--- src/rtl/eptc_pkg.sv ---
// eptc_pkg: register map, field layout, reset values and timing for eptc
package eptc_pkg;
    // register byte offsets on the bus
    localparam logic [7:0] OFS_CTRL = 8'h00;
    localparam logic [7:0] OFS_ACR = 8'h04;
    localparam logic [7:0] OFS_ACR_NV = 8'h08;
    localparam logic [7:0] OFS_DIVH = 8'h0C;
    localparam logic [7:0] OFS_DIVL = 8'h10;
    localparam logic [7:0] OFS_DIVH_NV = 8'h14;
    localparam logic [7:0] OFS_DIVL_NV = 8'h18;
    localparam logic [7:0] OFS_ARRAY = 8'h1C;
    localparam logic [7:0] OFS_STAT = 8'h20;
    // array_control fields
    localparam int CTL_PGM = 0;
    localparam int CTL_LAT = 1;
    localparam int CTL_AUTO = 2;
    localparam int CTL_MODE = 3;
    localparam int CTL_SPARE = 7;
    // array_config fields
    localparam int ACR_SEC = 4;
    localparam int ACR_SPARE = 5;
    localparam logic [7:0] ACR_NV_RST = 8'hF0;
    // timebase divisor fields
    localparam int DIV_W = 11;
    localparam int DIVH_LOCK = 7;
    localparam logic [7:0] DIVH_MASK = 8'h87;
    localparam logic [7:0] DIVH_NV_RST = 8'h80;
    localparam logic [7:0] DIVL_NV_RST = 8'hAC;
    localparam logic [7:0] ERASED = 8'hFF;
    // array window: address in 15:0, data in 23:16
    localparam int ARRW_DATA = 16;
    // array and nonvolatile register addresses
    localparam logic [15:0] ARR_LO = 16'h0800;
    localparam logic [15:0] ARR_HI = 16'h09FF;
    localparam logic [15:0] SEC_LO = 16'h08F0;
    localparam logic [15:0] SEC_HI = 16'h08FF;
    localparam logic [15:0] NVA_ACR = 16'h0FE0;
    localparam logic [15:0] NVA_DIVH = 16'h0FE1;
    localparam logic [15:0] NVA_DIVL = 16'h0FE2;
    // sequence durations, counted in timebase ticks
    localparam int TICK_US = 35;
    localparam int PGM_US = 10000;
    localparam int BYTE_US = 10000;
    localparam int BLOCK_US = 10000;
    localparam int BULK_US = 10000;
    localparam int TCNT_W = 12;
    localparam logic [11:0] PGM_TICKS = 12'((PGM_US + TICK_US - 1) / TICK_US);
    localparam logic [11:0] BYTE_TICKS = 12'((BYTE_US + TICK_US - 1) / TICK_US);
    localparam logic [11:0] BLOCK_TICKS = 12'((BLOCK_US + TICK_US - 1) / TICK_US);
    localparam logic [11:0] BULK_TICKS = 12'((BULK_US + TICK_US - 1) / TICK_US);
    typedef enum logic [1:0] {
        MODE_PROG, MODE_BYTE_ERASE, MODE_BLOCK_ERASE, MODE_BULK_ERASE
    } eptc_mode_t;
    typedef enum logic [1:0] {SEQ_IDLE, SEQ_RUN, SEQ_HALT, SEQ_DONE} eptc_seq_t;
    typedef struct packed {
        logic [15:0] addr;
        logic [7:0] data;
        eptc_mode_t mode;
    } eptc_cmd_t;
    typedef struct packed {
        logic wr;
        logic [7:0] ofs;
    } eptc_bus_t;
endpackage

--- src/rtl/eptc_sync.sv ---
// eptc_sync: two-flop synchroniser for pins from outside the bus clock
`timescale 1ns/100ps
`default_nettype none
module eptc_sync #(
    parameter int W = 1
) (
    input wire logic clk,
    input wire logic rst_n,
    input wire logic ce,
    input wire logic [W-1:0] d,
    output logic [W-1:0] q
);
    logic [W-1:0] meta_r;

    always_ff @(posedge clk or negedge rst_n) begin
        if (!rst_n) begin
            meta_r <= '0;
            q <= '0;
        end else if (ce) begin
            meta_r <= d;
            q <= meta_r;
        end
    end
endmodule
`default_nettype wire

--- src/rtl/eptc_timebase.sv ---
// eptc_timebase: divides reference clock edges into the 35 us tick
`timescale 1ns/100ps
`default_nettype none
module eptc_timebase #(
    parameter int DW = eptc_pkg::DIV_W
) (
    input wire logic hclk,
    input wire logic hresetn,
    input wire logic ce,
    input wire logic ref_s,
    input wire logic [DW-1:0] divisor,
    output logic tick_r
);
    logic ref_prev_r;
    logic [DW-1:0] cnt_r;
    logic rise;

    assign rise = ref_s & ~ref_prev_r;

    always_ff @(posedge hclk or negedge hresetn) begin
        if (!hresetn) begin
            ref_prev_r <= 1'b0;
            cnt_r <= '0;
            tick_r <= 1'b0;
        end else if (ce) begin
            ref_prev_r <= ref_s;
            tick_r <= 1'b0;
            if (rise) begin
                // wrap at the divisor, one tick per wrap
                if (cnt_r + 1'b1 >= divisor) begin
                    cnt_r <= '0;
                    tick_r <= 1'b1;
                end else begin
                    cnt_r <= cnt_r + 1'b1;
                end
            end
        end
    end
endmodule
`default_nettype wire

--- src/rtl/eptc_top.sv ---
// eptc_top: eeprom program/erase guard, array config and timebase divider
//
// The placing of the registers and register access over AHB-Lite were left to the implementer.
`timescale 1ns/100ps
`default_nettype none
////////////////////////////////////////////////////////////////////////////////
// Summary of operation
// - power on needs latch and valid write
// - clearing latch and power clears power only
// - array config reloads from nonvolatile copy
// - config bits 7:5 are plain storage
// - security bit low means security on
// - security once on never turns off
// - block protect bit locks its 128 bytes
// - secured blocks allow only byte operations
// - secured range 08F0-08FF is never written while security is on
// - nonvolatile bytes use the array sequence
// - 11-bit divisor makes the 35 us tick
// - divisor registers reload from nonvolatile bytes
// - lock low freezes divisor and its copies
// - divisor writable only unlatched and unlocked
// - programmed lock copy makes lock permanent
// - wait mode leaves the sequence running
// - stop halts and later restarts the sequence
// - power refused without latch or valid address
// - auto mode ends cycle and clears power
module eptc_top #(
    parameter logic [11:0] PGM_TICKS = eptc_pkg::PGM_TICKS,
    parameter logic [11:0] BYTE_TICKS = eptc_pkg::BYTE_TICKS,
    parameter logic [11:0] BLOCK_TICKS = eptc_pkg::BLOCK_TICKS,
    parameter logic [11:0] BULK_TICKS = eptc_pkg::BULK_TICKS
) (
    input wire logic hclk,
    input wire logic hresetn,
    input wire logic por_n,
    input wire logic ce,
    input wire logic hsel,
    input wire logic [31:0] haddr,
    input wire logic [1:0] htrans,
    input wire logic hwrite,
    input wire logic [2:0] hsize,
    input wire logic [31:0] hwdata,
    input wire logic hready,
    output logic [31:0] hrdata,
    output logic hreadyout,
    output logic hresp,
    input wire logic crystal_ref_clock,
    input wire logic stop_mode,
    output logic pump_on,
    output eptc_pkg::eptc_cmd_t array_cmd,
    output logic array_commit
);
    eptc_pkg::eptc_bus_t bus_r;
    eptc_pkg::eptc_cmd_t cmd_r;
    eptc_pkg::eptc_mode_t mode_r;
    eptc_pkg::eptc_seq_t seq_r;
    eptc_pkg::eptc_seq_t seq_nxt;
    logic pgm_r, lat_r, auto_r, ctl_spare_r, cmd_vld_r, restart_r;
    logic load_pend_r, tick, stop_s, ref_s, done_hit;
    logic [7:0] acr_r, acr_nv_r, divh_r, divl_r, divh_nv_r, divl_nv_r;
    logic [7:0] rd_val;
    logic [11:0] tcnt_r, need;
    logic wr_ctl, wr_acr, wr_divh, wr_divl, wr_arr, pgm_set_ok, div_wr_ok;
    logic [15:0] win_addr;
    ////////////////////////////////////////////////////////////////////////////
    // helpers
    function automatic logic addr_valid(input logic [15:0] a);
        addr_valid = (a >= eptc_pkg::ARR_LO && a <= eptc_pkg::ARR_HI) ||
                     a == eptc_pkg::NVA_ACR || a == eptc_pkg::NVA_DIVH ||
                     a == eptc_pkg::NVA_DIVL;
    endfunction
    function automatic logic op_ok(input eptc_pkg::eptc_cmd_t c,
                                   input logic [7:0] acr, input logic lock_n);
        logic sec_on;
        logic [1:0] blk;
        sec_on = !acr[eptc_pkg::ACR_SEC];
        blk = c.addr[8:7];
        if (c.addr == eptc_pkg::NVA_ACR) begin
            op_ok = 1'b1;
        end else if (c.addr == eptc_pkg::NVA_DIVH || c.addr == eptc_pkg::NVA_DIVL) begin
            op_ok = lock_n;
        end else if (!addr_valid(c.addr)) begin
            op_ok = 1'b0;
        end else if (c.mode == eptc_pkg::MODE_BULK_ERASE) begin
            op_ok = !sec_on && acr[3:0] == 4'h0;
        end else if (acr[blk]) begin
            op_ok = 1'b0;
        end else if (sec_on && c.addr >= eptc_pkg::SEC_LO && c.addr <= eptc_pkg::SEC_HI) begin
            op_ok = 1'b0;
        end else begin
            op_ok = !(sec_on && c.mode == eptc_pkg::MODE_BLOCK_ERASE);
        end
    endfunction
    function automatic logic [7:0] nv_apply(input logic [7:0] old,
                                            input eptc_pkg::eptc_cmd_t c);
        nv_apply = (c.mode == eptc_pkg::MODE_PROG) ? (old & c.data) : eptc_pkg::ERASED;
    endfunction
    ////////////////////////////////////////////////////////////////////////////
    // pin synchronisers and timebase
    eptc_sync #(.W(2)) u_sync (
        .clk(hclk),
        .rst_n(hresetn),
        .ce(ce),
        .d({stop_mode, crystal_ref_clock}),
        .q({stop_s, ref_s})
    );
    eptc_timebase #(.DW(eptc_pkg::DIV_W)) u_tb (
        .hclk(hclk),
        .hresetn(hresetn),
        .ce(ce),
        .ref_s(ref_s),
        .divisor({divh_r[2:0], divl_r}),
        .tick_r(tick)
    );
    ////////////////////////////////////////////////////////////////////////////
    // bus slave
    assign wr_ctl = bus_r.wr && bus_r.ofs == eptc_pkg::OFS_CTRL;
    assign wr_acr = bus_r.wr && bus_r.ofs == eptc_pkg::OFS_ACR;
    assign wr_divh = bus_r.wr && bus_r.ofs == eptc_pkg::OFS_DIVH;
    assign wr_divl = bus_r.wr && bus_r.ofs == eptc_pkg::OFS_DIVL;
    assign wr_arr = bus_r.wr && bus_r.ofs == eptc_pkg::OFS_ARRAY;
    assign win_addr = hwdata[15:0];
    assign pgm_set_ok = lat_r && cmd_vld_r && op_ok(cmd_r, acr_r, divh_r[eptc_pkg::DIVH_LOCK]);
    assign div_wr_ok = !lat_r && divh_r[eptc_pkg::DIVH_LOCK];
    always_comb begin
        case (haddr[7:0])
            eptc_pkg::OFS_CTRL: rd_val = {ctl_spare_r, 2'b00, mode_r, auto_r, lat_r, pgm_r};
            eptc_pkg::OFS_ACR: rd_val = acr_r;
            eptc_pkg::OFS_ACR_NV: rd_val = acr_nv_r;
            eptc_pkg::OFS_DIVH: rd_val = divh_r;
            eptc_pkg::OFS_DIVL: rd_val = divl_r;
            eptc_pkg::OFS_DIVH_NV: rd_val = divh_nv_r;
            eptc_pkg::OFS_DIVL_NV: rd_val = divl_nv_r;
            eptc_pkg::OFS_STAT: rd_val = {4'h0, pump_on, restart_r,
                                          seq_r == eptc_pkg::SEQ_DONE,
                                          seq_r == eptc_pkg::SEQ_RUN};
            default: rd_val = 8'h00;
        endcase
    end
    always_ff @(posedge hclk or negedge hresetn) begin
        if (!hresetn) begin
            bus_r <= '0;
            hrdata <= 32'h0000_0000;
            hreadyout <= 1'b0;
            hresp <= 1'b0;
        end else if (ce) begin
            hreadyout <= 1'b1;
            hresp <= 1'b0;
            if (hready) begin
                bus_r.wr <= hsel && htrans[1] && hwrite;
                bus_r.ofs <= haddr[7:0];
                if (hsel && htrans[1] && !hwrite) begin
                    if (haddr[7:0] == eptc_pkg::OFS_ARRAY) begin
                        hrdata <= {8'h00, cmd_r.data, cmd_r.addr};
                    end else begin
                        hrdata <= {24'h00_0000, rd_val};
                    end
                end
            end
        end
    end

    ////////////////////////////////////////////////////////////////////////////
    // array control register
    always_ff @(posedge hclk or negedge hresetn) begin
        if (!hresetn) begin
            pgm_r <= 1'b0;
            lat_r <= 1'b0;
            auto_r <= 1'b0;
            mode_r <= eptc_pkg::MODE_PROG;
            ctl_spare_r <= 1'b0;
        end else if (ce) begin
            if (wr_ctl && pgm_r) begin
                // latch stays set while power drops
                pgm_r <= hwdata[eptc_pkg::CTL_PGM];
                ctl_spare_r <= hwdata[eptc_pkg::CTL_SPARE];
            end else if (wr_ctl) begin
                lat_r <= hwdata[eptc_pkg::CTL_LAT];
                auto_r <= hwdata[eptc_pkg::CTL_AUTO];
                mode_r <= eptc_pkg::eptc_mode_t'(hwdata[eptc_pkg::CTL_MODE +: 2]);
                ctl_spare_r <= hwdata[eptc_pkg::CTL_SPARE];
                pgm_r <= hwdata[eptc_pkg::CTL_PGM] && pgm_set_ok;
            end else if (seq_r == eptc_pkg::SEQ_DONE && auto_r) begin
                pgm_r <= 1'b0;
            end
        end
    end

    ////////////////////////////////////////////////////////////////////////////
    // latched array address and data
    always_ff @(posedge hclk or negedge hresetn) begin
        if (!hresetn) begin
            cmd_r <= '0;
            cmd_vld_r <= 1'b0;
        end else if (ce) begin
            if (!lat_r) begin
                cmd_vld_r <= 1'b0;
            end else if (wr_arr && !pgm_r && !restart_r && addr_valid(win_addr)) begin
                cmd_r.addr <= win_addr;
                cmd_r.data <= hwdata[eptc_pkg::ARRW_DATA +: 8];
                cmd_vld_r <= 1'b1;
            end
            if (!pgm_r) begin
                cmd_r.mode <= mode_r;
            end
        end
    end

    ////////////////////////////////////////////////////////////////////////////
    // program/erase sequence; wait mode has no input here
    always_comb begin
        case (cmd_r.mode)
            eptc_pkg::MODE_PROG: need = PGM_TICKS;
            eptc_pkg::MODE_BYTE_ERASE: need = BYTE_TICKS;
            eptc_pkg::MODE_BLOCK_ERASE: need = BLOCK_TICKS;
            default: need = BULK_TICKS;
        endcase
    end
    assign done_hit = tick && tcnt_r + 12'h001 >= need;
    always_comb begin
        seq_nxt = seq_r;
        case (seq_r)
            eptc_pkg::SEQ_IDLE: begin
                if (pgm_r) begin
                    seq_nxt = eptc_pkg::SEQ_RUN;
                end
            end
            eptc_pkg::SEQ_RUN: begin
                if (stop_s && lat_r) begin
                    seq_nxt = eptc_pkg::SEQ_HALT;
                end else if (done_hit) begin
                    seq_nxt = eptc_pkg::SEQ_DONE;
                end
            end
            eptc_pkg::SEQ_HALT: begin
                if (!stop_s) begin
                    seq_nxt = eptc_pkg::SEQ_RUN;
                end
            end
            eptc_pkg::SEQ_DONE: seq_nxt = eptc_pkg::SEQ_DONE;
            default: seq_nxt = eptc_pkg::SEQ_IDLE;
        endcase
        if (!pgm_r) begin
            seq_nxt = eptc_pkg::SEQ_IDLE;
        end
    end
    always_ff @(posedge hclk or negedge hresetn) begin
        if (!hresetn) begin
            seq_r <= eptc_pkg::SEQ_IDLE;
            tcnt_r <= 12'h000;
            restart_r <= 1'b0;
        end else if (ce) begin
            seq_r <= seq_nxt;
            if (seq_nxt != eptc_pkg::SEQ_RUN || seq_r != eptc_pkg::SEQ_RUN) begin
                tcnt_r <= 12'h000;
            end else if (tick) begin
                tcnt_r <= tcnt_r + 12'h001;
            end
            if (seq_nxt == eptc_pkg::SEQ_HALT) begin
                restart_r <= 1'b1;
            end else if (seq_nxt == eptc_pkg::SEQ_DONE || !pgm_r) begin
                restart_r <= 1'b0;
            end
        end
    end

    always_ff @(posedge hclk or negedge hresetn) begin
        if (!hresetn) begin
            pump_on <= 1'b0;
            array_cmd <= '0;
            array_commit <= 1'b0;
        end else if (ce) begin
            pump_on <= pgm_r && lat_r && !stop_s &&
                       (seq_r == eptc_pkg::SEQ_RUN || seq_r == eptc_pkg::SEQ_DONE);
            array_cmd <= cmd_r;
            array_commit <= seq_r == eptc_pkg::SEQ_RUN && seq_nxt == eptc_pkg::SEQ_DONE &&
                            cmd_r.addr <= eptc_pkg::ARR_HI;
        end
    end
    ////////////////////////////////////////////////////////////////////////////
    // nonvolatile copies, kept over system reset
    always_ff @(posedge hclk or negedge por_n) begin
        if (!por_n) begin
            acr_nv_r <= eptc_pkg::ACR_NV_RST;
            divh_nv_r <= eptc_pkg::DIVH_NV_RST;
            divl_nv_r <= eptc_pkg::DIVL_NV_RST;
        end else if (ce && hresetn && seq_r == eptc_pkg::SEQ_RUN
                     && seq_nxt == eptc_pkg::SEQ_DONE) begin
            // same sequence as array bytes
            if (cmd_r.addr == eptc_pkg::NVA_ACR) begin
                acr_nv_r <= nv_apply(acr_nv_r, cmd_r);
                // security never returns to off
                acr_nv_r[eptc_pkg::ACR_SEC] <= acr_nv_r[eptc_pkg::ACR_SEC] &
                    (cmd_r.mode != eptc_pkg::MODE_PROG || cmd_r.data[eptc_pkg::ACR_SEC]);
            end
            if (cmd_r.addr == eptc_pkg::NVA_DIVH) begin
                divh_nv_r <= nv_apply(divh_nv_r, cmd_r);
            end
            if (cmd_r.addr == eptc_pkg::NVA_DIVL) begin
                divl_nv_r <= nv_apply(divl_nv_r, cmd_r);
            end
        end
    end

    ////////////////////////////////////////////////////////////////////////////
    // live config and divisor, loaded after each reset
    always_ff @(posedge hclk or negedge hresetn) begin
        if (!hresetn) begin
            load_pend_r <= 1'b1;
            acr_r <= eptc_pkg::ACR_NV_RST;
            divh_r <= 8'h00;
            divl_r <= 8'h00;
        end else if (ce) begin
            load_pend_r <= 1'b0;
            if (load_pend_r) begin
                acr_r <= acr_nv_r;
                divh_r <= divh_nv_r & eptc_pkg::DIVH_MASK;
                divl_r <= divl_nv_r;
            end else begin
                if (wr_acr) begin
                    acr_r[7:eptc_pkg::ACR_SPARE] <= hwdata[7:eptc_pkg::ACR_SPARE];
                end
                if (wr_divh && div_wr_ok) begin
                    divh_r <= hwdata[7:0] & eptc_pkg::DIVH_MASK;
                end
                if (wr_divl && div_wr_ok) begin
                    divl_r <= hwdata[7:0];
                end
            end
        end
    end
endmodule
`default_nettype wire

--- config.mk ---
export PLATFORM = sky130hd
export DESIGN_NAME = eptc_top
export DESIGN_NICKNAME = d
export VERILOG_FILES = /design/src/rtl/eptc_pkg.sv /design/src/rtl/eptc_sync.sv /design/src/rtl/eptc_timebase.sv /design/src/rtl/eptc_top.sv
export SDC_FILE = /design/constraint.sdc
export NUM_CORES = 1
export LEC_CHECK = 0
export BUFFER_PORTS_ARGS = -buffer_cell sky130_fd_sc_hd__buf_4
export CORE_MARGIN = 2
export CORE_UTILIZATION = 57
export DETAILED_ROUTE_END_ITERATION = 10
export GPL_TIMING_DRIVEN = 0
export HOLD_SLACK_MARGIN = 0.08
export PLACE_DENSITY_LB_ADDON = 0.05
export SETUP_SLACK_MARGIN = 0.3
export SLEW_MARGIN = 20
export SYNTH_ARGS = -nofsm -noshare
export SYNTH_HDL_FRONTEND = slang
export SYNTH_HIERARCHICAL = 1
export SYNTH_SLANG_ARGS = --single-unit
--- constraint.sdc ---
create_clock -name hclk -period 2.65 [get_ports hclk]
set_input_delay 0.3975 -clock hclk [delete_from_list [all_inputs] [get_ports hclk]]
set_output_delay 0.3975 -clock hclk [all_outputs]
set_load 0.03 [all_outputs]
==> results of run 1 <==
[logic make-up (layout without fill, tap and decap cells)]
kind of cell             Yosys count  in the layout  share of synthesized area [%]
adder cells (fa/ha/maj)           14             14                          2.052
multiplexers                      75             75                          9.892
XOR/XNOR                           9              9                          1.011
buffers and inverters             95            256                          4.850
AO/OA/AOI/OAI                    214            214                          16.44
other                              1              9                        0.04392
flip-flops                       172            172                          50.62
AND/OR/NAND/NOR                  247            247                          15.09
[layout make-up]
cell class | count | share of cell area (%)
Sequential cell | 172 | 39.84
Inverter | 52 | 1.797
Clock inverter | 14 | 1.336
Timing Repair Buffer | 129 | 9.789
Multi-Input combinational cell | 568 | 38.75
Buffer | 43 | 2.326
Tap cell | 184 | 2.119
Clock buffer | 18 | 4.042
[metrics by stage]
step,setup TNS (ns),total power [mW],worst slack [ns],cells
2_1_floorplan,0,2.989,0.3196,835
3_3_place_gp,-13.76,3.173,-0.7331,1113
3_5_place_dp,-3.414,3.198,-0.2300,1114
4_1_cts,0,5.682,0.2392,1166
5_1_grt,0,5.885,0.06262,1180
6_report,0,5.699,0.1748,1180
[critical path: stages, from the launching register on]
cell and delay, ns:
dfrtp_1 0.44, nand4_1 0.20, nor2_2 0.17, nand3_2 0.11
xnor2_2 0.17, ha_1 0.35, a21oi_1 0.15, o21ai_1 0.09
a21oi_2 0.25, and3_4 0.27, buf_4 0.12, o2bb2ai_2 0.08
[final timing paths]
| path | from | end | slack [ns] | cells after the start |
|---|---|---|---|---|
| min in group hclk | hwdata[20] | cmd_r[6] | 0.19 | 2 |
| max in group asynchronous | por_n | divl_nv_r[7] | 1.92 | 2 |
| worst max register to register | u_tb/cnt_r[7] | u_tb/cnt_r[4] | 0.17 | 11 |
| worst min register to register | acr_r[6] | acr_r[6] | 0.48 | 2 |
| worst max-delay path | u_tb/cnt_r[7] | u_tb/cnt_r[4] | 0.17 | 11 |
| worst min-delay path | hresetn | acr_r[5] | -0.08 | 1 |
[registers in the layout, indices dropped and copies added (netlist names), 2 cells and up]
signal and count:
acr_r 8, divh_nv_r 8, divl_r 8, u_sync/q 2, divl_nv_r 8, bus_r 9, u_sync/meta_r 2, array_cmd 26
hrdata 24, tcnt_r 12, mode_r 2, seq_r 2, cmd_r 26, divh_r 4, acr_nv_r 8, u_tb/cnt_r 11
[metal layers]
layer | part of all wire [%] | routed length [um] | vias up | GRT usage (%)
met5 | 0 | 0 | - | 0
li1 | - | - | 3291 | -
met4 | 3.7 | 933 | 0 | 12.61
met1 | 40 | 10270 | 3675 | 40.86
met3 | 6.8 | 1739 | 75 | 6.790
met2 | 49 | 12480 | 330 | 51.78
[cell usage after synthesis, drive strengths merged, types with 7 or more instances]
cell type and count:
nand4 8, nor3 15, nor2 34, nand3 22, a211oi 24, nand2 99, xnor2 7, nand2b 8
buf 23, a31oi 13, mux2i 9, ha 14, dfstp 14, nor4 8, a22oi 15, dfrtp 158
nand4b 8, a21oi 37, inv 52, and2 7, mux2 65, clkbuf 20, o21ai 77, nor2b 11
[power by group through the flow]
| stage | clock [mW] | combinational [mW] | sequential [mW] |
|---|---|---|---|
| 2_1_floorplan | 0 | 0.210 | 2.78 |
| 3_3_place_gp | 0 | 0.393 | 2.78 |
| 3_5_place_dp | 0 | 0.413 | 2.79 |
| 4_1_cts | 2.47 | 0.472 | 2.74 |
| 5_1_grt | 2.58 | 0.555 | 2.75 |
| 6_report | 2.45 | 0.515 | 2.74 |
[what timing repair did]
item / CTS / global route
gates cloned: 0 / 1
resized for setup: 42 / 64
endpoints found under the setup margin: 74 / 89
buffers inserted: 18 / 13
pin swaps: 16 / 22
hold endpoints to repair: 83 / 144
==> results.txt, run 1 <==
FMAX - 404.0 MHz
Die Span Y - 126.4 um
Post-DR wirelength/cell - 21.55 um
Initial antenna violation count - 0
Pins Over Slew Limit - 0
Most frequently used flop master after synthesis - dfrtp_1
DRT Pass-1 Iters - 8
Initial detailed-routing violation count - 720
GRT Total Usage - 31.47%
Clock buffer depth - 2
Vias/cell - 6.247
Layout fillers - 1033
P_leak - 4.934 nW
Clk root buf - clkbuf_16
Synth Register Bits - 172
Global-route wire length before repair - 39030 um
CTS tree - done
Largest net degree at the start of global routing - 82
Psw - 1.521 mW
Slew @ Worst Pin - 1.126 ns
Cell taking the most area after synthesis - dfrtp_1
Area grow syn2layout - 27.24%
Number of distinct library cells after synthesis - 74
Vias in the first global route - 7224
Gpl congestion - 0.9361
EDFF count, synth - 0
Status - finished with violations
Synth top area share - 46.31%
Crit. End Element - register
Mapped Cells - 827
PortBufs - 94
Row cnt - 44
Via count - 7371
Starting density of the core - 58.52%
Core Util, Final - 74.47%
Final Critical Period - 2.475 ns
CP Launch Type - register
Total wire length - 25420 um
Core ar. - 14590 um2
# H-tree levels - 4
Mapped Avg Cell Area - 10.32 um2
Most frequent cells in the layout - dfrtp_1, buf_4, nand2_1
Clk Latency, worst-skew pair - 0.43 ns
Failing checks - hold timing
Cts hold-fix bufs - 2
Pint - 4.178 mW
Worst-path clk slew - 0.07 ns
Setup violators final - 0
Total congestion overflow - 0
Sw frac - 26.69%
Critical Path RT - 3.01 ns
Relative slew slack - 24.36%
Hold Fails Final Rpt - 36
Sequential Area - 4328 um2
Area of the multi-input gates - 4210 um2
Die width - 126.4 um
Most common cell after layout, fill and taps aside - dfrtp_1
Maximum VDD drop - 0.4786 mV
Critical path class - register to register
I/O pins - 140
# diodes - 0
Clk network pwr share - 42.9%
Top fanout value on the critical path - 5
WP data arrival - 2.84 ns
CTS buffer count - 17
Sequential fraction of the synthesis area - 50.62%
Max-cap violations - 0
Layout cells sized above 1 - 34.34%
Fin area - 10860 um2
Synth area leaders - dfrtp_1, mux2_2, nand2_1
Worst Skew - 0.009172 ns
Tcrit/Tclk final - 93.40%
Post-synth ARST share - 100.0%
Sequential power share - 48.1%
PwrDens - 524.6 nW/um2
Post-place instance area - 9544 um2
Nets - 1075
Clk sinks - 172
Hold WS - -0.08106 ns
RSZ-0062 raised after global routing - yes
Post-route DRC - 0
Die area - 15970 um2
Hold Path Class - input pin to async pin
Synth Warn # - 6
ANT nets after route - 0
Combinational power share - 9.0%
Synthesized area - 8538 um2
Post-DP HPWL - 17460 um
Note: power is estimated with default switching activity, not from simulation.
==> run 2, diff against run 1 <==
==> constraint.sdc (replaced) <==
create_clock -name hclk -period 2.65 [get_ports hclk]
set_input_delay 0.53 -clock hclk [delete_from_list [all_inputs] [get_ports hclk]]
set_output_delay 0.53 -clock hclk [all_outputs]
set_load 0.03 [all_outputs]
==> run 2 against run 1 <==
Effect of this change:
- the run still ends with hold timing left
- wire length increased by 0.74%
- first-iteration DRC count decreased by 4.2%
- clock skew down 0.00054 ns
- sequential cell count did not move
- cell count unchanged
- clock power hardly changed
- die area did not move
- highest routed layer unchanged
==> results.txt, run 2 (synthesis gave the netlist of run 1 again) <==
Post-Place Cells - 1114
Critical path class - register to register
Global-route wire length before repair - 39140 um
Top Registers - array_cmd (26), cmd_r (26), hrdata (24)
Initial antenna violation count - 0
# diodes - 0
Relative slew slack - 43.92%
Maximum VDD drop - 0.4798 mV
RSZ-0062 raised after global routing - yes
# H-tree levels - 4
P_leak - 4.951 nW
Starting density of the core - 58.52%
Clk root buf - clkbuf_16
Row cnt - 44
Slowest stage delay, CP - 0.44 ns
WP data arrival - 2.85 ns
Critical path cell sequence - nand4_1 > nor2_2 > nand3_2 > xnor2_2 > ha_1 > a21oi_1 > o21ai_1 > a21oi_2 > and3_4 > buf_4 > o2bb2ai_2
R2r worst-path depth - 11
Core ar. - 14590 um2
Setup TNS - 0 ns
CTS buffer count - 17
Total congestion overflow - 0
Hold WS - -0.004867 ns
Area grow syn2layout - 27.46%
Setup ws final - 0.1596 ns
Worst-path clk slew - 0.07 ns
Vias in the first global route - 7218
Worst path depth - 11
Initial detailed-routing violation count - 690
Gpl congestion - 0.9361
Hold Path Class - input pin to async pin
Crit. End Element - register
Post-DP HPWL - 17460 um
ANT nets after route - 0
Total buffers and inverters traversed by the critical path - 1
Pins Over Slew Limit - 0
Die Span Y - 126.4 um
Vias/cell - 6.260
Tot Pwr - 5.708 mW
Cts hold-fix bufs - 1
CP Launch Type - register
Layout cells sized above 1 - 34.84%
Tcrit/Tclk final - 93.98%
Failing checks - hold timing
Final std cells w/o fill - 1180
Setup violators final - 0
Nets - 1075
Clock buffer depth - 2
Die width - 126.4 um
Critical Path RT - 3.01 ns
Status - finished with violations
Die area - 15970 um2
PwrDens - 524.5 nW/um2
Slew @ Worst Pin - 0.8323 ns
Most frequent cells in the layout - dfrtp_1, buf_4, nand2_1
Worst slack, placed - -0.3625 ns
FMAX - 401.5 MHz
Hold Fails Final Rpt - 1
Worst Skew - 0.008631 ns
Clk Latency, worst-skew pair - 0.44 ns
Core Util, Final - 74.60%
Total wire length - 25610 um
Via count - 7387
Post-DR wirelength/cell - 21.71 um
Largest net degree at the start of global routing - 72
Max-cap violations - 0
Worst path slowest cell - dfrtp_1
CTS tree - done
Layout fillers - 1026
Post-route DRC - 0
I/O pins - 140
GRT Total Usage - 31.60%
Clk sinks - 172
Crit-path leading delay family - simple AND/OR/NAND/NOR gates
PortBufs - 94
DRT Pass-1 Iters - 9
Final Critical Period - 2.490 ns
Top fanout value on the critical path - 5
Most common cell after layout, fill and taps aside - dfrtp_1
[run 2: cell types whose count changed in the layout (fill, tap and decap cells not counted)]
cell       change
clkbuf_2       +3
bufbuf_16      +1
buf_16         -1
nor3_1         -2
nor3_2         +2
clkbuf_1       -3
[run 2: area by class of cell]
| type | count | area [um2] | area share, % |
|---|---|---|---|
| multi-input cells | 568 | 4220 | 38.78 |
| clock buffers | 18 | 439.2 | 4.035 |
| clock inverters | 14 | 145.1 | 1.334 |
| inverters | 52 | 195.2 | 1.794 |
| well taps | 184 | 230.2 | 2.115 |
| flip-flops and latches | 172 | 4328 | 39.77 |
| plain buffers | 43 | 256.5 | 2.357 |
| repair buffers | 129 | 1069 | 9.818 |
[run 2: power by group]
part           internal (mW)  switching [mW]
clock                   1.28            1.17
sequential              2.68          0.0617
combinational          0.219           0.300
[run 2: timing repair]
action                     CTS  global route
setup buffers               18            13
gates resized for setup     46            69
hold endpoints to repair    83            68
gates cloned                 1             1
setup endpoints to repair   84           102
pin swaps                   16            22
[run 2: per-stage QoR]
stage / hold slack, ns / cell area, um2
2_1_floorplan: 0.2344 / 8568
3_3_place_gp: 0.4413 / 9504
3_5_place_dp: 0.4454 / 9544
4_1_cts: 0.002852 / 10520
5_1_grt: 0.009810 / 10880
6_report: -0.004867 / 10880
[run 2: per-layer routing]
layer | global-route usage, % | share of wire (%)
met5 | 0 | 0
met4 | 12.35 | 3.6
met3 | 6.580 | 6.4
met2 | 51.81 | 49
met1 | 41.50 | 41
[run 2: worst paths after layout]
path,slack (ns),endpoint,startpoint
max,0.16,u_tb/cnt_r[4],u_tb/cnt_r[7]
min,-0.005,tcnt_r[5],hresetn
max reg2reg,0.16,u_tb/cnt_r[4],u_tb/cnt_r[7]
min reg2reg,0.48,acr_r[6],acr_r[6]
max in group asynchronous,1.80,divl_nv_r[7],por_n
min in group hclk,0.32,cmd_r[6],hwdata[20]
